`config.mk`:
```
export PLATFORM = sky130hd
export DESIGN_NAME = pdsl_status_caps
export DESIGN_NICKNAME = d
export VERILOG_FILES = /design/src/pdsl_pkg.sv /design/src/pdsl_status_caps.sv /design/src/pdsl_sync3.sv /design/src/pdsl_sticky.sv
export SDC_FILE = /design/constraint.sdc
export NUM_CORES = 1
export LEC_CHECK = 0
export ABC_AREA = 1
export BUFFER_PORTS_ARGS = -buffer_cell sky130_fd_sc_hd__buf_4
export CAP_MARGIN = 5
export CELL_PAD_IN_SITES_DETAIL_PLACEMENT = 1
export CELL_PAD_IN_SITES_GLOBAL_PLACEMENT = 1
export CORE_MARGIN = 2
export CORE_UTILIZATION = 18
export DETAILED_ROUTE_END_ITERATION = 6
export MAX_ROUTING_LAYER = met4
export PLACE_DENSITY_LB_ADDON = 0.3
export SETUP_SLACK_MARGIN = 0.3
export SKIP_LAST_GASP = 1
export SLEW_MARGIN = 20
export SYNTH_ARGS = -nofsm -noshare
export SYNTH_HDL_FRONTEND = slang
export SYNTH_SLANG_ARGS = --single-unit
```
`constraint.sdc`:
```
create_clock -name clk -period 1 [get_ports clk]
set_input_delay 0.1 -clock clk [delete_from_list [all_inputs] [get_ports clk]]
set_output_delay 0.1 -clock clk [all_outputs]
set_load 0.01 [all_outputs]
```
`src/pdsl_pkg.sv`:
```
// Purpose: Shared constants and types for the device status / link caps bank
// Assumes: Configuration space is byte addressed, accessed one dword at a time
// Notes: Every offset, field position and fixed code lives here

// ----------------------------------------------------------------------
// Package
// ----------------------------------------------------------------------
package pdsl_pkg;

	// Register offsets as printed (byte addresses in config space)
	localparam logic [7:0] DEV_STATUS_OFS = 8'h9a;
	localparam logic [7:0] LINK_CAPS_OFS = 8'h9c;

	// Device status lives in the upper half of its dword
	localparam int DSTAT_SHIFT = 16;
	localparam logic [1:0] DSTAT_LANE = 2'h2;
	localparam logic [15:0] DEV_STATUS_RST = 16'h0000;

	// Device status field positions
	localparam int DS_NP_OUT_BIT = 5;
	localparam int DS_AUX_BIT = 4;
	localparam int DS_UR_BIT = 3;
	localparam int DS_FATAL_BIT = 2;
	localparam int DS_NONFATAL_BIT = 1;
	localparam int DS_CORR_BIT = 0;
	localparam int DS_NUM_FLAGS = 4;
	localparam logic [9:0] DS_RSVD_VAL = 10'h000;

	// Control and diagnostic register 1 field positions
	localparam int DIAG_A_LSB = 18;
	localparam int DIAG_B_LSB = 15;
	localparam int EXIT_W = 3;

	// Link control common clock bit position
	localparam int LCTL_CCC_BIT = 6;

	// Fixed link capability codes
	localparam logic [7:0] LC_PORT_NUM = 8'h00;
	localparam logic [5:0] LC_RSVD_VAL = 6'h00;
	localparam logic [2:0] L0S_EXIT_COMMON = 3'h3;
	localparam logic [2:0] L0S_EXIT_ASYNC = 3'h4;
	localparam logic [1:0] LC_ASPM_SUPPORT = 2'h3;
	localparam logic [5:0] LC_MAX_LANES = 6'h01;
	localparam logic [3:0] LC_MAX_SPEED = 4'h1;

	// Configuration request carrier
	typedef struct packed {
		logic rd;
		logic wr;
		logic [7:0] addr;
		logic [3:0] be;
		logic [31:0] wdata;
	} pdsl_cfg_req_t;

endpackage : pdsl_pkg

```
`src/pdsl_status_caps.sv`:
```
// Purpose: Device status and link capabilities registers of the express port
// Assumes: Config requests, events and link control come from logic on clk
// Notes: Reads answer one cycle after the request with a one-cycle valid
//
// Operation
// - Device status bits 15 to 6 always read zero.
// - Bit 5 is high while an issued nonposted request awaits completion.
// - Bit 4 shows whether auxiliary power is detected.
// - Bit 3 sets when an unsupported request is received.
// - Bit 2 sets when a fatal error is detected.
// - Bit 1 sets when a nonfatal error is detected.
// - Bit 0 sets when a correctable error is detected.
// - Link caps bits 31 to 24 always read port number zero.
// - Link caps bits 23 to 18 always read zero.
// - Common clock: deep idle exit time comes from diagnostic bits 20 to 18.
// - Separate clocks: deep idle exit time comes from diagnostic bits 17 to 15.
// - Link control bit 6 selects common (1) or separate (0) clock codes.
// - Common clock: light idle exit time reads 011b.
// - Separate clocks: light idle exit time reads 100b.
// - Active power management support reads 11b.
// - Maximum lane count reads 000001b, one lane.
// - Maximum link speed reads 1h, 2.5 Gb/s.

module pdsl_status_caps
	import pdsl_pkg::*;
(
	// Clock and reset
	input wire logic clk,
	input wire logic sys_rst,
	// Configuration access
	input wire pdsl_cfg_req_t cfg_req,
	output logic [31:0] cfg_rdata_r,
	output logic cfg_rvalid_r,
	// Device state
	input wire logic np_pending,
	input wire logic aux_power_det,
	input wire logic unsupported_req_evt,
	input wire logic fatal_err_evt,
	input wire logic nonfatal_err_evt,
	input wire logic correctable_err_evt,
	// Neighbouring registers
	input wire logic [15:0] link_control,
	input wire logic [31:0] diag_ctl1
);

	// ----------------------------------------------------------------------
	// Decode helpers
	// ----------------------------------------------------------------------

	// Dword hit: config accesses address whole dwords
	function automatic logic dword_hit(input logic [7:0] addr, input logic [7:0] ofs);
		dword_hit = (addr[7:2] == ofs[7:2]);
	endfunction : dword_hit

	logic hit_status;
	logic hit_caps;
	logic stat_wr;
	logic [DS_NUM_FLAGS-1:0] flag_set;
	logic [DS_NUM_FLAGS-1:0] flag_clr;
	logic [DS_NUM_FLAGS-1:0] err_flags_r;
	logic nonposted_outstanding_r;
	logic aux_power_present;
	logic common_clk;
	logic [2:0] deep_idle_exit_time;
	logic [2:0] light_idle_exit_time;
	logic [2:0] diag_exit_time_a;
	logic [2:0] diag_exit_time_b;
	logic [15:0] device_status;
	logic [31:0] link_capabilities;
	logic [31:0] cfg_rdata_nxt;

	// Address decode for both registers
	assign hit_status = dword_hit(cfg_req.addr, DEV_STATUS_OFS);
	assign hit_caps = dword_hit(cfg_req.addr, LINK_CAPS_OFS);

	// ----------------------------------------------------------------------
	// Device status
	// ----------------------------------------------------------------------

	// Status write needs the byte lane holding the flag bits
	assign stat_wr = cfg_req.wr && hit_status && cfg_req.be[DSTAT_LANE];

	assign flag_clr = stat_wr ? cfg_req.wdata[DSTAT_SHIFT +: DS_NUM_FLAGS] : '0;

	assign flag_set[DS_UR_BIT] = unsupported_req_evt;
	assign flag_set[DS_FATAL_BIT] = fatal_err_evt;
	assign flag_set[DS_NONFATAL_BIT] = nonfatal_err_evt;
	assign flag_set[DS_CORR_BIT] = correctable_err_evt;

	pdsl_sticky #(
		.W(DS_NUM_FLAGS)
	) u_err_flags (
		.clk(clk),
		.sys_rst(sys_rst),
		.set(flag_set),
		.clr(flag_clr),
		.flag_r(err_flags_r)
	);

	pdsl_sync3 u_aux_sync (
		.clk(clk),
		.sys_rst(sys_rst),
		.pin(aux_power_det),
		.level_r(aux_power_present)
	);

	always_ff @(posedge clk or posedge sys_rst) begin
		if (sys_rst) begin
			nonposted_outstanding_r <= DEV_STATUS_RST[DS_NP_OUT_BIT];
		end else begin
			nonposted_outstanding_r <= np_pending;
		end
	end

	assign device_status = {DS_RSVD_VAL, nonposted_outstanding_r, aux_power_present,
		err_flags_r};

	// ----------------------------------------------------------------------
	// Link capabilities
	// ----------------------------------------------------------------------

	assign common_clk = link_control[LCTL_CCC_BIT];

	// Diagnostic exit time fields
	assign diag_exit_time_a = diag_ctl1[DIAG_A_LSB +: EXIT_W];
	assign diag_exit_time_b = diag_ctl1[DIAG_B_LSB +: EXIT_W];

	assign deep_idle_exit_time = common_clk ? diag_exit_time_a : diag_exit_time_b;

	assign light_idle_exit_time = common_clk ? L0S_EXIT_COMMON : L0S_EXIT_ASYNC;

	assign link_capabilities = {LC_PORT_NUM, LC_RSVD_VAL, deep_idle_exit_time,
		light_idle_exit_time, LC_ASPM_SUPPORT, LC_MAX_LANES, LC_MAX_SPEED};

	// ----------------------------------------------------------------------
	// Read path
	// ----------------------------------------------------------------------

	// Unmapped dwords and the device control half read as zero
	assign cfg_rdata_nxt = !cfg_req.rd ? 32'h0000_0000 :
		hit_status ? {device_status, 16'h0000} :
		hit_caps ? link_capabilities : 32'h0000_0000;

	// Registered answer; the value is the state seen in the request cycle
	always_ff @(posedge clk or posedge sys_rst) begin
		if (sys_rst) begin
			cfg_rdata_r <= 32'h0000_0000;
			cfg_rvalid_r <= 1'b0;
		end else begin
			cfg_rdata_r <= cfg_rdata_nxt;
			cfg_rvalid_r <= cfg_req.rd;
		end
	end

	// Helper nets so sampled history is taken of plain signals
	logic [DS_NUM_FLAGS-1:0] clr_only;
	assign clr_only = flag_clr & ~flag_set;
endmodule : pdsl_status_caps

```
`src/pdsl_sync3.sv`:
```
// Purpose: Three-stage synchroniser with agreement filter for a pin input
// Assumes: The pin is asynchronous to clk
// Notes: Output changes only when stages two and three agree

module pdsl_sync3 (
	// Clock and reset
	input wire logic clk,
	input wire logic sys_rst,
	// Pin side
	input wire logic pin,
	// Filtered level
	output logic level_r
);

	logic q1_r;
	logic q2_r;
	logic q3_r;

	// Shift chain; first stage is read only by the second
	always_ff @(posedge clk or posedge sys_rst) begin
		if (sys_rst) begin
			q1_r <= 1'b0;
			q2_r <= 1'b0;
			q3_r <= 1'b0;
		end else begin
			q1_r <= pin;
			q2_r <= q1_r;
			q3_r <= q2_r;
		end
	end

	// Accept a change once the last two stages agree, hiding one-cycle glitches
	always_ff @(posedge clk or posedge sys_rst) begin
		if (sys_rst) begin
			level_r <= 1'b0;
		end else if (q2_r == q3_r) begin
			level_r <= q3_r;
		end
	end

endmodule : pdsl_sync3

```
`src/pdsl_sticky.sv`:
```
// Purpose: Bank of sticky event flags, write one to clear
// Assumes: Set and clear pulses come from logic on clk
// Notes: A set in the same cycle as a clear wins

module pdsl_sticky #(
	parameter int W = 4
) (
	// Clock and reset
	input wire logic clk,
	input wire logic sys_rst,
	// Events and clears
	input wire logic [W-1:0] set,
	input wire logic [W-1:0] clr,
	// Flags
	output logic [W-1:0] flag_r
);

	logic [W-1:0] flag_nxt;

	// Set beats clear so an event arriving during a clear is never lost
	assign flag_nxt = set | (flag_r & ~clr);

	// Flag storage
	always_ff @(posedge clk or posedge sys_rst) begin
		if (sys_rst) begin
			flag_r <= '0;
		end else begin
			flag_r <= flag_nxt;
		end
	end

endmodule : pdsl_sticky

```
* After elaboration in Yosys (flattened, before gate mapping)
Cells that the tools add are included.
** Storage, ports and cells
- Memories :: 0
- Flip-flop bits (word level) :: 32
- Output and inout bits :: 33
- Memory bits (read-only) :: 0
- Logic and storage cells :: 22
- Bits in latches :: 0
- Bits in writable memories :: 0
- Bits of input ports :: 102
** Cells by class
- Multipliers :: 0
- Muxes and demuxes :: 6
- Bitwise operators :: 3
- Divide/modulo/power cells :: 0
- Shifts and indexed selects :: 0
- Reduce and logical (&&, ||, !) cells :: 2
- Equal/unequal tests :: 3
- Order comparisons :: 0
- $add $sub $neg :: 0
** Operator list (count)
- 22-bit 2-to-1 mux :: 2
- 18-bit 2-to-1 mux :: 1
- 6-bit equality test (second input constant) :: 2
- 3-bit 2-to-1 mux :: 2
- 4-bit bitwise AND :: 1
- 4-bit 2-to-1 mux :: 1
- 4-bit NOT :: 1
- 4-bit OR :: 1
- 1-bit logical AND :: 2
- 1-bit equality test :: 1

* Logic depth before layout (Yosys ltp)
- Word-level depth :: 7
- Gate-level depth with buffers :: 7
- Mapped depth without buffers :: 7

* Modules after synthesis
Synthesis repeated with hierarchy kept, for this count alone.
** Unflattened totals
- Cell total of the unflattened synthesis :: 115
- Area, all modules :: 992.2 sq um
** By module, submodules not included
- pdsl_status_caps :: cells an instance 85, area each 708.2 sq um, seq. area each 300.3 sq um, instances 1
- pdsl_sticky :: cells an instance 21, area each 163.9 sq um, seq. area each 100.1 sq um, instances 1
- pdsl_sync3 :: cells an instance 9, area each 120.1 sq um, seq. area each 100.1 sq um, instances 1

* Least setup slack after synthesis
No wires, ideal clock.
- Path kind :: flip-flop to flip-flop
- Start point :: reg u_aux_sync.level_r (netlist name)
- End point :: reg u_aux_sync.level_r
- Slack :: 180 ps
- Stages on the path, launching flop included :: 2
- Arrival time :: 689 ps
- Path buffers :: 0
- Required time :: 869 ps
- Cell sequence :: dfrtp_1 -> maj3_1
** RTL lines
- end signal, assigned :: line pdsl_sync3.sv:37 : level_r <= q3_r;
- end, declared :: line pdsl_sync3.sv:12 : output logic level_r

==> flow_summary_export.csv <==
group,metric,value,unit
min_path,holdPathStages,3,
power,leakagePower,0.8125,nW
setup_path,critPathBufInv,1,
timing,drv_slew,0,
place,dp_slack,0.03020,ns
timing,finalCritPeriodShare,0.9126,
global_route,gr-total-overflow,0,
power,peakVddDrop,0.3804,mV
die,io_pins,135,
clocking,worstSkewPairLatency,0.25,ns
setup_path,startpoint_type,"flip-flop",
cells_and_area,fin_nets,255,
setup_path,rr_endpoint,"u_aux_sync.level_r",
synth,synth_warnings,0,
global_route,grt_max_degree,12,
cells_and_area,layout-drive-gt1-share,0.4013,
synth,synth_cell_type_count,17,
setup_path,crit_end,"cfg_rdata_r[0]",
detailed_routing,wl_per_cell,9.356,um
synth,seq_area_frac_synth,0.5229,
detailed_routing,ant_nets,0,
setup_path,r2r_slack,0.21,ns
timing,post-route-min-period,0.9126,ns
min_path,hold_path_class,"in2reg",
setup_path,path_cells,"buf_4",
timing,final-hold-violation-count,0,
setup_path,path_class,"reg2out",
die,die_h,76.92,um
synth,avgSynthCellArea,9.293,um^2
power,power.density,1142,mW/mm^2
setup_path,end_kind,"primary output",
global_route,grtUsageMet1,0.09277,
timing,setup_slack,0.08740,ns
clocking,clockBufferDepth,2,
synth,synthCells,103,
synth,synth-seq-cells,20,
detailed_routing,drc,0,
timing,skew,0.001344,ns
detailed_routing,via_per_inst,3.396,
cells_and_area,antenna_cells,0,
die,start_util,0.1874,
setup_path,r2r_start,"u_aux_sync.level_r",
setup_path,cp.depth,1,
setup_path,reg2regPathDepth,1,
global_route,gr-usage-all-layers,0.07803,
die,die_w,76.92,um
cells_and_area,area_growth,50.59,%
timing,final.setup.tns,0,ns
setup_path,required,0.90,ns
die,std_cell_rows,26,
clocking,cts_sinks,20,
global_route,gr-usage-met2,0.1246,
clocking,cts_tree,"built",
detailed_routing,drt_iter0_markers,17,
setup_path,cp_slowest_stage_delay,0.41,ns
timing,fmax,1096,MHz
setup_path,cpMaxStageDelayCell,"dfrtp_1",
power,total_power,1.647,mW
place,place_congestion,0.6179,
cells_and_area,final_util,0.2822,
place,port-buffer-count,42,
global_route,grt_pass1_wl,3615,um
global_route,grt_pass1_vias,806,
clocking,cts-root-buf,"clkbuf_8",
setup_path,arrival,0.81,ns
die,coreArea,0.005107,mm^2
setup_path,path_max_fanout,4,
die,dieArea,0.005917,mm^2
clocking,clkTransAtPathRegs,0.07,ns
detailed_routing,dr.pass1.iters,6,
synth,synthesis.area,957.2,um^2
global_route,busiest_layer,"met2",
place,place_hpwl,1825,um
timing,hold_ws,0.03053,ns
global_route,grtUsageMet3,0.02824,
setup_path,critical_path.top_delay_family,"flip-flops",
detailed_routing,routed_wl,2077,um
global_route,antenna_found_initial,0,
outcome,status,"finished, final reports clean",
setup_path,crit_path_start,"cfg_rdata_r[11]",
timing,rsz0062_at_grt,"true",
detailed_routing,vias,754,
timing,final-setup-viol-count,0,
job,cap_violations,0,
clocking,cts_made_buffers,3,
clocking,htreeDepth,1,
[how the worst min path moves through the flow]
| stage | from | endpoint | slack (ns) |
|---|---|---|---|
| after CTS | correctable_err_evt | u_err_flags.flag_r[0] | 0.03 |
| after global placement | sys_rst | cfg_rvalid_r | 0.12 |
| after floorplan | sys_rst | cfg_rdata_r[11] | 0.06 |
| final | correctable_err_evt | u_err_flags.flag_r[0] | 0.03 |
| after detailed placement | sys_rst | cfg_rvalid_r | 0.13 |
| after global routing | correctable_err_evt | u_err_flags.flag_r[0] | 0.04 |
[per-stage QoR]
step / cells / area [um^2]
2_1_floorplan: 120 / 1022
3_3_place_gp: 212 / 1275
3_5_place_dp: 212 / 1275
4_1_cts: 221 / 1426
5_1_grt: 222 / 1441
6_report: 222 / 1441
[cell usage after synthesis]
master | number | area, um^2
nor3b_1 | 1 | 7.510
nand2_4 | 1 | 11.26
nor2_4 | 2 | 22.52
inv_1 | 18 | 67.56
buf_4 | 22 | 165.2
maj3_1 | 1 | 10.01
conb_1 | 1 | 3.750
nand2_2 | 2 | 12.51
inv_2 | 1 | 3.750
nor2_1 | 4 | 15.01
nand2_1 | 19 | 71.32
nor3_1 | 2 | 10.01
o21ai_0 | 3 | 15.01
dfrtp_1 | 20 | 500.5
nand3_2 | 1 | 10.01
nand4_1 | 4 | 25.02
nor2_2 | 1 | 6.260
[what timing repair did]
action	in CTS	in global routing
buffers inserted	1	1
hold buffers	4	0
endpoints found under the hold margin	23	0
pin swaps	1	7
endpoints found under the setup margin	18	20
gates resized for setup	12	4
[state kept, by name, summed over array words and instances, names as in the netlist]
name and cells:
u_err_flags.flag_r 4, cfg_rvalid_r 1, u_aux_sync.level_r 1, nonposted_outstanding_r 1
cfg_rdata_r 10, u_aux_sync.q1_r 1, u_aux_sync.q3_r 1, u_aux_sync.q2_r 1
[power breakdown]
group / leakage [nW] / switching, mW / internal, mW / total (mW)
clock: 0.0288 / 0.242 / 0.349 / 0.591
combinational: 0.539 / 0.109 / 0.114 / 0.223
sequential: 0.245 / 0.00733 / 0.825 / 0.833
total: 0.812 / 0.359 / 1.29 / 1.65
[layout by cell type, fill, tap and decap left out, drive strengths merged]
master,count
dlygate4sd3,4
nor3b,1
clkbuf,4
nor3,2
maj3,1
nand2,22
nor2,7
inv,19
conb,18
o21ai,3
nand4,4
nand3,1
dfrtp,20
buf,46
[metal layers]
metal  vias to the layer above  part of all wire
met5                         -                 0
met4                         0            0.0048
met3                         2             0.099
met2                        41              0.48
met1                       347              0.42
li1                        364                 -
[area by class of cell]
| cell class | instances | area, um^2 |
|---|---|---|
| tap | 70 | 87.58 |
| inverter | 19 | 71.32 |
| multi-input combinational | 59 | 292.8 |
| clock buffer | 4 | 55.05 |
| fill | 606 | 3666 |
| sequential | 20 | 500.5 |
| timing repair buffer | 50 | 434.2 |
[kinds of logic (layout without fill, tap and decap cells)]
family | count (synthesis) | in the layout | synth area share
buffers and inverters | 41 | 73 | 0.2471
adders and majority gates | 1 | 1 | 0.01046
other | 1 | 18 | 0.003918
and+or+nand+nor | 37 | 37 | 0.2000
DFF | 20 | 20 | 0.5229
AOI/OAI and AO/OA | 3 | 3 | 0.01568
Note: power is estimated with default switching activity, not from simulation.
